## src/common/dpr_pkg.sv

```systemverilog
// constants and types for the dual-port ram port controller
package dpr_pkg;
    localparam int ADDR_W = 13;
    localparam int DATA_W = 8;
    localparam int SEM_W = 3;
    localparam int CLK_NS = 50;
    // device timing, nanoseconds as printed for the slowest grade
    localparam int ADDR_SETUP_NS = 45;
    localparam int WRITE_PULSE_NS = 40;
    localparam int DATA_SETUP_NS = 25;
    localparam int HZWE_NS = 25;
    localparam int ACCESS_NS = 55;
    localparam int SEM_OP_NS = 20;
    localparam int PRIORITY_SETUP_TIME_NS = 5;
    localparam int FLAG_CONTENTION_WINDOW_NS = 5;
    // least times round up, at least one cycle
    function automatic int min_cyc(input int ns);
        int c;
        c = (ns + CLK_NS - 1) / CLK_NS;
        return (c < 1) ? 1 : c;
    endfunction
    localparam int SETUP_CYC = min_cyc(ADDR_SETUP_NS);
    localparam int WP_OE_HI_CYC = min_cyc(WRITE_PULSE_NS);
    localparam int WP_OE_LO_CYC = min_cyc(
        (HZWE_NS + DATA_SETUP_NS > WRITE_PULSE_NS) ?
        HZWE_NS + DATA_SETUP_NS : WRITE_PULSE_NS);
    localparam int READ_CYC = min_cyc(ACCESS_NS);
    localparam int RECOVER_CYC = min_cyc(SEM_OP_NS);
    localparam int SYNC_STAGES = 2;
    localparam logic [3:0] CNT_ZERO = 4'h0;
    typedef enum logic [2:0] {
        DPR_IDLE = 3'b000,
        DPR_SETUP = 3'b001,
        DPR_STROBE = 3'b010,
        DPR_HOLD = 3'b011,
        DPR_RECOVER = 3'b100
    } dpr_state_e;
endpackage

```

## src/rtl/dpr_sync.sv

```systemverilog
// two-stage synchroniser for pin inputs
`timescale 1ns/100ps
module dpr_sync #(
    parameter int W = 1,
    parameter logic [W-1:0] INIT = '0
) (
    input wire logic mclk,
    input wire logic nrst,
    input wire logic [W-1:0] din,
    output logic [W-1:0] dout
);
    logic [W-1:0] meta_q;
    always_ff @(posedge mclk or negedge nrst) begin
        if (!nrst) begin
            meta_q <= INIT;
            dout <= INIT;
        end else begin
            meta_q <= din;
            dout <= meta_q;
        end
    end
endmodule

```

## src/rtl/dpr_port_ctrl.sv

```systemverilog
// host-side controller driving one port of the dual-port ram
// Summary of operation
// - reads keep the write strobe high for the whole cycle
// - array access: select low, semaphore high; semaphore: the reverse
// - first rising select or strobe ends write; data held across it
// - write strobe stays high whenever the address changes
// - strobe-ended write with output enable low is sized for HZWE_NS plus DATA_SETUP_NS, the same cycle count as oe high at CLK_NS 50
// - semaphore request writes low on data bit zero
// - each semaphore read gets its own strobed access
`timescale 1ns/100ps
module dpr_port_ctrl (
    input wire logic mclk,
    input wire logic nrst,
    input wire logic req_valid,
    input wire logic req_write,
    input wire logic req_sem,
    input wire logic req_oe_low,
    input wire logic [dpr_pkg::ADDR_W-1:0] req_addr,
    input wire logic [dpr_pkg::DATA_W-1:0] req_wdata,
    output logic req_ready,
    output logic rsp_valid,
    output logic [dpr_pkg::DATA_W-1:0] rsp_rdata,
    output logic rsp_busy_seen,
    output logic [dpr_pkg::ADDR_W-1:0] ram_addr,
    output logic ram_sel_n,
    output logic ram_sem_n,
    output logic ram_we_n,
    output logic ram_oe_n,
    input wire logic [dpr_pkg::DATA_W-1:0] ram_data_i,
    output logic [dpr_pkg::DATA_W-1:0] ram_data_o,
    output logic ram_data_oe,
    input wire logic ram_busy_n
);
    import dpr_pkg::*;

    // one register image; every output is a field of it
    typedef struct packed {
        dpr_state_e st;
        logic [3:0] cnt;
        logic wr;
        logic sem;
        logic oe_low;
        logic busy_hit;
        logic req_ready;
        logic rsp_valid;
        logic [DATA_W-1:0] rdata;
        logic rsp_busy;
        logic [ADDR_W-1:0] addr;
        logic sel_n;
        logic sem_n;
        logic we_n;
        logic oe_n;
        logic [DATA_W-1:0] dout;
        logic doe;
    } dpr_ctrl_s;

    dpr_ctrl_s s_q, s_d;
    logic [DATA_W-1:0] data_s;
    logic busy_n_s;

    // the word is taken only after it has stood two cycles past the flops,
    // so a change caught mid-flight never reaches the result
    dpr_sync #(.W(DATA_W), .INIT('0)) u_sync_data (
        .mclk(mclk),
        .nrst(nrst),
        .din(ram_data_i),
        .dout(data_s)
    );
    // idles high so leaving reset is not taken for a busy hit
    dpr_sync #(.W(1), .INIT(1'b1)) u_sync_busy (
        .mclk(mclk),
        .nrst(nrst),
        .din(ram_busy_n),
        .dout(busy_n_s)
    );

    function automatic logic [3:0] cyc4(input int c);
        return 4'(c);
    endfunction

    // counters run down to one; the count given is the number of cycles
    function automatic logic cnt_more(input logic [3:0] c);
        return c > 4'h1;
    endfunction

    function automatic logic [3:0] cnt_dec(input logic [3:0] c);
        return c - 4'h1;
    endfunction

    // the semaphore space has no busy arbitration
    function automatic logic held_off(input logic b_n, input logic sem);
        return !b_n && !sem;
    endfunction

    always_comb begin
        s_d = s_q;
        s_d.rsp_valid = 1'b0;
        case (s_q.st)
            DPR_IDLE: begin
                s_d.req_ready = 1'b1;
                if (req_valid && s_q.req_ready) begin
                    s_d.req_ready = 1'b0;
                    s_d.wr = req_write;
                    s_d.sem = req_sem;
                    s_d.oe_low = req_oe_low;
                    s_d.busy_hit = 1'b0;
                    // address moves only with strobe high
                    s_d.addr = req_addr;
                    s_d.we_n = 1'b1;
                    // semaphore value lives on bit zero only
                    s_d.dout = req_sem ?
                        {{(DATA_W-1){1'b1}}, req_wdata[0]} : req_wdata;
                    s_d.cnt = cyc4(SETUP_CYC);
                    s_d.st = DPR_SETUP;
                end
            end
            DPR_SETUP: begin
                // select and strobe fall together; the strobe rises first
                s_d.sel_n = s_q.sem;
                s_d.sem_n = !s_q.sem;
                s_d.oe_n = s_q.wr ? !s_q.oe_low : 1'b0;
                if (cnt_more(s_q.cnt)) begin
                    s_d.cnt = cnt_dec(s_q.cnt);
                end else begin
                    s_d.st = DPR_STROBE;
                    if (s_q.wr) begin
                        s_d.we_n = 1'b0;
                        s_d.doe = 1'b1;
                        // device may still drive when oe is low; the pulse
                        // also outlasts the busy synchroniser, else a slave
                        // inhibit would end unseen and the write be lost
                        s_d.cnt = cyc4(SYNC_STAGES + (s_q.oe_low ?
                            WP_OE_LO_CYC : WP_OE_HI_CYC));
                    end else begin
                        s_d.cnt = cyc4(READ_CYC + SYNC_STAGES);
                    end
                end
            end
            DPR_STROBE: begin
                // busy low means this port lost arbitration or is inhibited
                if (held_off(busy_n_s, s_q.sem)) begin
                    s_d.busy_hit = 1'b1;
                end
                if (cnt_more(s_q.cnt)) begin
                    s_d.cnt = cnt_dec(s_q.cnt);
                end else if (held_off(busy_n_s, s_q.sem)) begin
                    // stretch while busy; slave write is inhibited meanwhile
                    s_d.cnt = s_q.cnt;
                end else begin
                    if (s_q.wr) begin
                        // strobe rises first, data held one more cycle
                        s_d.we_n = 1'b1;
                        // oe leaves with the strobe so the device never
                        // turns its drivers on against the host's data
                        s_d.oe_n = 1'b1;
                    end else begin
                        s_d.rdata = data_s;
                    end
                    s_d.st = DPR_HOLD;
                end
            end
            DPR_HOLD: begin
                // every access ends with deselect, so sem reads re-strobe
                s_d.sel_n = 1'b1;
                s_d.sem_n = 1'b1;
                s_d.oe_n = 1'b1;
                s_d.doe = 1'b0;
                s_d.rsp_valid = 1'b1;
                s_d.rsp_busy = s_q.busy_hit;
                // sem bit zero low after a request means the grant came back
                if (!s_q.wr && s_q.sem) begin
                    s_d.rdata = {{(DATA_W-1){1'b0}}, s_q.rdata[0]};
                end
                s_d.cnt = cyc4(RECOVER_CYC);
                s_d.st = DPR_RECOVER;
            end
            DPR_RECOVER: begin
                // short gap so a semaphore update settles before next strobe
                if (cnt_more(s_q.cnt)) begin
                    s_d.cnt = cnt_dec(s_q.cnt);
                end else begin
                    s_d.req_ready = 1'b1;
                    s_d.st = DPR_IDLE;
                end
            end
            default: begin
                s_d.st = DPR_IDLE;
            end
        endcase
        // device floats its pins itself; host never drives during read
        if (!s_q.wr) begin
            s_d.doe = 1'b0;
        end
    end

    always_ff @(posedge mclk or negedge nrst) begin
        if (!nrst) begin
            s_q <= '{st: DPR_IDLE, cnt: CNT_ZERO, wr: 1'b0, sem: 1'b0,
                     oe_low: 1'b0, busy_hit: 1'b0, req_ready: 1'b0,
                     rsp_valid: 1'b0, rdata: '0, rsp_busy: 1'b0,
                     addr: '0, sel_n: 1'b1, sem_n: 1'b1, we_n: 1'b1,
                     oe_n: 1'b1, dout: '0, doe: 1'b0};
        end else begin
            s_q <= s_d;
        end
    end

    assign req_ready = s_q.req_ready;
    assign rsp_valid = s_q.rsp_valid;
    assign rsp_rdata = s_q.rdata;
    assign rsp_busy_seen = s_q.rsp_busy;
    assign ram_addr = s_q.addr;
    assign ram_sel_n = s_q.sel_n;
    assign ram_sem_n = s_q.sem_n;
    assign ram_we_n = s_q.we_n;
    assign ram_oe_n = s_q.oe_n;
    assign ram_data_o = s_q.dout;
    assign ram_data_oe = s_q.doe;
endmodule

```

## config.mk

```make
export PLATFORM = sky130hd
export DESIGN_NAME = dpr_port_ctrl
export DESIGN_NICKNAME = d
export VERILOG_FILES = /design/src/common/dpr_pkg.sv /design/src/rtl/dpr_sync.sv /design/src/rtl/dpr_port_ctrl.sv
export SDC_FILE = /design/constraint.sdc
export NUM_CORES = 1
export LEC_CHECK = 0
export BUFFER_PORTS_ARGS = -buffer_cell sky130_fd_sc_hd__buf_2
export CAP_MARGIN = 20
export CORE_ASPECT_RATIO = 1.25
export CORE_MARGIN = 2
export CORE_UTILIZATION = 47
export DETAILED_ROUTE_END_ITERATION = 6
export MAX_ROUTING_LAYER = met4
export PLACE_DENSITY = 0.79
export SKIP_CTS_REPAIR_TIMING = 1
export SYNTH_ARGS = -nofsm -noshare
export SYNTH_HDL_FRONTEND = slang
export SYNTH_SLANG_ARGS = --single-unit
```

## constraint.sdc

```tcl
create_clock -name mclk -period 1.85 [get_ports mclk]
set_input_delay 0.0925 -clock mclk [delete_from_list [all_inputs] [get_ports mclk]]
set_output_delay 0.0925 -clock mclk [all_outputs]
set_load 0.02 [all_outputs]
```

### Yosys cells after proc, flatten, opt, wreduce, memory -nomap -nowiden

Index checks and enable logic that the tools add are counted.
Widths: inputs -> output; s select.

* $add $sub $neg: 1
* magnitude comparators: 1
* equal/unequal tests: 17
* multiplexer cells: 33
* bitwise logic cells: 4
* reduce and logical (&&, ||, !) cells: 26

Operator list (number)
* $mux 8: 5
* $ne 2x2->1 const B: 10
* $pmux 4 s4: 1
* $pmux 8 s2: 1
* $mux 3: 5
* $pmux 3 s5: 1
* $reduce_and 5->1: 3
* $mux 12: 1
* $mux 1: 8
* $mux 4: 2
* $reduce_bool 2->1: 4
* $reduce_and 7->1: 1
* $eq 3x2->1 const B: 2
* $mux 2: 3
* $pmux 1 s2: 3
* $pmux 1 s3: 2
* $reduce_and 2->1: 3
* $reduce_and 3->1: 2
* $reduce_bool 3->1: 2
* $gt 4x1->1 const B: 1
* $logic_not 1->1: 4
* $not 1->1: 4
* $pmux 2 s2: 1
* $reduce_and 4->1: 1
* 10 further kinds: 12

* register bits after elaboration: 66
* output and inout bits: 37

### Logic depth before layout (Yosys ltp)

* word-level depth: 5
* gate-level depth with buffers: 7
* gate-level depth less buffers: 6

### Hierarchy

From an unflattened synthesis, not the netlist that was laid out.

* cells, all modules: 289
* area total of the unflattened synthesis: 2932.8 um^2

By module, submodules not included
* dpr_port_ctrl: instances 1, cells each 271, area an instance 2479.9 um^2, sequential area each 1206.2 um^2
* dpr_sync (u_sync_data): instances 1, cells each 16, area an instance 400.4 um^2, sequential area each 400.4 um^2
* dpr_sync (u_sync_busy): instances 1, cells each 2, area an instance 52.6 um^2, sequential area each 52.6 um^2

### Least setup slack after synthesis

No wires, ideal clock.

* path type: register to register
* from: register s_q[41] in the netlist's numbering
* to: register s_q, in the netlist rsp_rdata[1]
* setup time: 79 ps
* data arrival time: 1902 ps
* data required time: 1771 ps
* slack: -131 ps
* cell stages (with the launch flop): 8
* cell sequence: dfrtp_1 -> inv_1 -> ha_1 -> nor2_2 -> or2_1 -> buf_6 -> a2111oi_4 -> mux2i_1

* word-level cells in the longest chain between the ends: 3

RTL lines
* start, declared: RTL line dpr_port_ctrl.sv:57 `dpr_ctrl_s s_q, s_d;`
* start signal, assigned: RTL line dpr_port_ctrl.sv:198 `s_q <= '{st: DPR_IDLE, cnt: CNT_ZERO, wr: 1'b0, sem: 1'b0,`
* $gt 4x1->1: RTL line dpr_port_ctrl.sv:83 `return c > 4'h1;`
* $ne 2x2->1 (no line)
* $reduce_and 5->1 (no line)

No other way between the ends.
A chain may end at the register's enable or synchronous reset.

### Worst setup path after layout

* from: register s_q[42] in the netlist's numbering
* to: register s_q, in the netlist rsp_rdata[5]

Same word-level chain as after synthesis.

==> key figures <==
Timing
  • Final clock skew: roughly 0.012 ns
  • Max Freq: roughly 550 MHz
  • Final WS setup: approximately 0.043 ns
  • Slew of the pin with the lowest slew margin: 0.5116 ns
  • WHS: 0.02000 ns
  • Period utilization: a little over nine tenths
  • Slew HR: 65.45%
  • Fin. Hold Viols: 0
  • Setup-failing EPs final: 0
  • RSZ-0062 raised after global routing: yes
  • Fin. max-slew vios: 0
  • Post-route minimum period: between 1.5 and 2 ns

Global route
  • Vias in the first global route: between 1500 and 2000
  • Antenna violations before repair: 0
  • First-pass GRT wire length: ~9.1 mm
  • GR Util All Layers: between 10% and 20%
  • Largest net degree at the start of global routing: 67
  • GRT overflow: 0

Synth
  • Synth Warn #: 0
  • Yosys top cell area share: a little over half
  • Number of synthesized register bits: 66
  • Netlist cell types: 43
  • Mapped Cells: 249
  • Predominant post-synthesis flop cell: dfrtp_1
  • Biggest area consumer among synthesized cells: dfrtp_1
  • Post-synth EDFFs: 0
  • Mean Syn Cell Area: roughly 12 um2
  • Most numerous cell in the Yosys netlist: dfrtp_1
  • Async set-reset flop share out of synthesis: between 90% and 100%
  • Main area contributors after synthesis: dfrtp_1 52%, buf_4 7.8%, mux2_2 6.3%
  • Post-synthesis sequential area ratio: between 50% and 60%
  • Top post-synthesis cells by count: 60 x dfrtp_1, 30 x buf_4, 24 x nor2_1
  • Syn_nets: roughly 290
  • Synthesized cell area: 2880 um2

Routing
  • Routed len/inst: approximately 14 um
  • DRT Pass-1 Iters: 4
  • Final ANT Viol Nets: 0
  • Starting DRC count in detailed routing: 152
  • Residual DRC: 0
  • Via/cell ratio: 4.840
  • Vias: a little over 2000
  • WL final: a little under 6 mm

Floorplanning
  • Die Ht: 91.53 um
  • Core area: between 5000 and 6000 um2
  • Die width: 74.02 um
  • IO Pins: between 70 and 80
  • Initial core utilization: slightly below 50%
  • Row Count: 31
  • Die area: ~6800 um2

Clock network
  • CTS clk-pin slew, worst paths: approximately 0.08 ns
  • Root buffer cell: clkbuf_8
  • CTS Buffer Depth: 2
  • CTS tree: built
  • TritonCTS Buffers: 9
  • Worst-Skew Late Latency: between 0.3 and 0.4 ns
  • H-tree depth: 3
  • Sink Count: 66

Power and ir drop
  • Worst vdd ir: around 1.0 mV
  • LEAKAGE: roughly 0.0017 uW
  • Tot Pwr: between 6000 and 7000 uW
  • P per Cell Area: 1743 nW/um2

Final layout
  • Final Cell Area: 3686 um2
  • Synth-to-layout area growth: 27.98%
  • Post-route insts no fill: ~420
  • Share of cells above drive strength 1: between 40% and 50%
  • Layout Nets: 369
  • Ant. Diodes: 0

Placed design
  • Dpl cell area: 3174 um2
  • HPWL Detailed: around 3.8 mm
  • GP Congestion: ~0.94
  • Post-placement cell count: between 300 and 400
  • Buffers on Ports: 72
  • Post-place setup slack: 0.01406 ns

Worst setup path
  • CP Max Fanout: 7
  • Required time worst endpoint: 2.11 ns
  • Crit start category: register
  • Critical path data arrival time: ~2.1 ns
  • CP Class: reg2reg
  • CP Capture Type: register

Min path
  • HP Class: in2reg

Outcome
  • Status: finished clean

Run
  • Max cap viols: 0
power by group:
group	internal (uW)	switching, uW	leakage [uW]
clock network	767	577	0.000110
logic	1190	1610	0.000843
registers	1970	311	0.000775
layout make-up:
cell class / count / area, um2
timing repair buffer: 111 / 734.5
inverter: 16 / 60.06
clock buffer: 9 / 123.9
multi-input combinational: 127 / 907.1
tap: 82 / 102.6
fill: 442 / 2171
clock inverter: 7 / 98.84
sequential: 66 / 1659
placed cells by master (no fill, tap or decap), drive strengths merged, types with 3 or more instances in the layout:
cell and count:
dlygate4sd3 26, dfrtp 60, mux2i 9, o31ai 3, clkbuf 9, o21ai 8, mux2 17, a21oi 14
nand2b 3, dfstp 6, inv 18, nand2 17, nor2 25, nor4 3, buf 85
layer usage:
layer / wire length (um) / vias up / share of wire, % / track usage (%)
li1: - / 970 / - / -
met1: 2449 / 978 / 42 / 24.01
met2: 2933 / 61 / 51 / 25.45
met3: 227 / 14 / 3.9 / 5.105
met4: 182 / 0 / 3.1 / 11.06
met5: 0 / - / 0 / -
critical path, cell delays in order, from the launching register on:
cell and delay, ns:
dfrtp_1 0.41, inv_2 0.09, ha_2 0.19, nor2_4 0.05, or2_4 0.25, a2111oi_4 0.32
buf_6 0.20, mux2i_2 0.21
registers in the layout, summed over array words and instances (netlist names):
register / flops
ram_sel_n: 1
ram_addr: 13
u_sync_busy.meta_q: 1
ram_data_o: 8
ram_data_oe: 1
ram_sem_n: 1
s_q: 11
req_ready: 1
u_sync_data.dout: 8
rsp_rdata: 8
u_sync_busy.dout: 1
ram_oe_n: 1
u_sync_data.meta_q: 8
rsp_busy_seen: 1
rsp_valid: 1
ram_we_n: 1
stage by stage:
| step | setup TNS [ns] | utilization, % |
|---|---|---|
| 2_1_floorplan | -0.2171 | - |
| 3_3_place_gp | 0 | 54.20 |
| 3_5_place_dp | 0 | 54.20 |
| 4_1_cts | -0.008951 | 58.00 |
| 5_1_grt | -0.01657 | 62.94 |
| 6_report | 0 | 62.94 |
worst paths after layout:
| path | startpoint | endpoint | slack [ns] | cells after the start |
|---|---|---|---|---|
| setup / recovery | s_q[42] | rsp_rdata[5] | 0.04 | 7 |
| hold / removal | req_wdata[2] | ram_data_o[2] | 0.02 | 3 |
| setup reg to reg | s_q[42] | rsp_rdata[5] | 0.04 | 7 |
| hold reg to reg | u_sync_data.meta_q[7] | u_sync_data.dout[7] | 0.35 | 0 |
| max in group asynchronous | nrst | ram_oe_n | 1.21 | 3 |
| min in group asynchronous | nrst | ram_addr[9] | 0.32 | 3 |
cells by family (layout without fill, tap and decap cells):
family                   Yosys count  in the layout  synth area share [%]
AO/OA/AOI/OAI                     40             40                 9.861
XOR/XNOR                           1              1                0.3041
multiplexers                      26             26                 9.774
adder cells (fa/ha/maj)            2              2                0.8687
buffers and inverters             56            143                 12.25
AND/OR/NAND/NOR                   58             58                 9.340
flip-flops                        66             66                 57.60
Power figures use the tool's default switching activity.
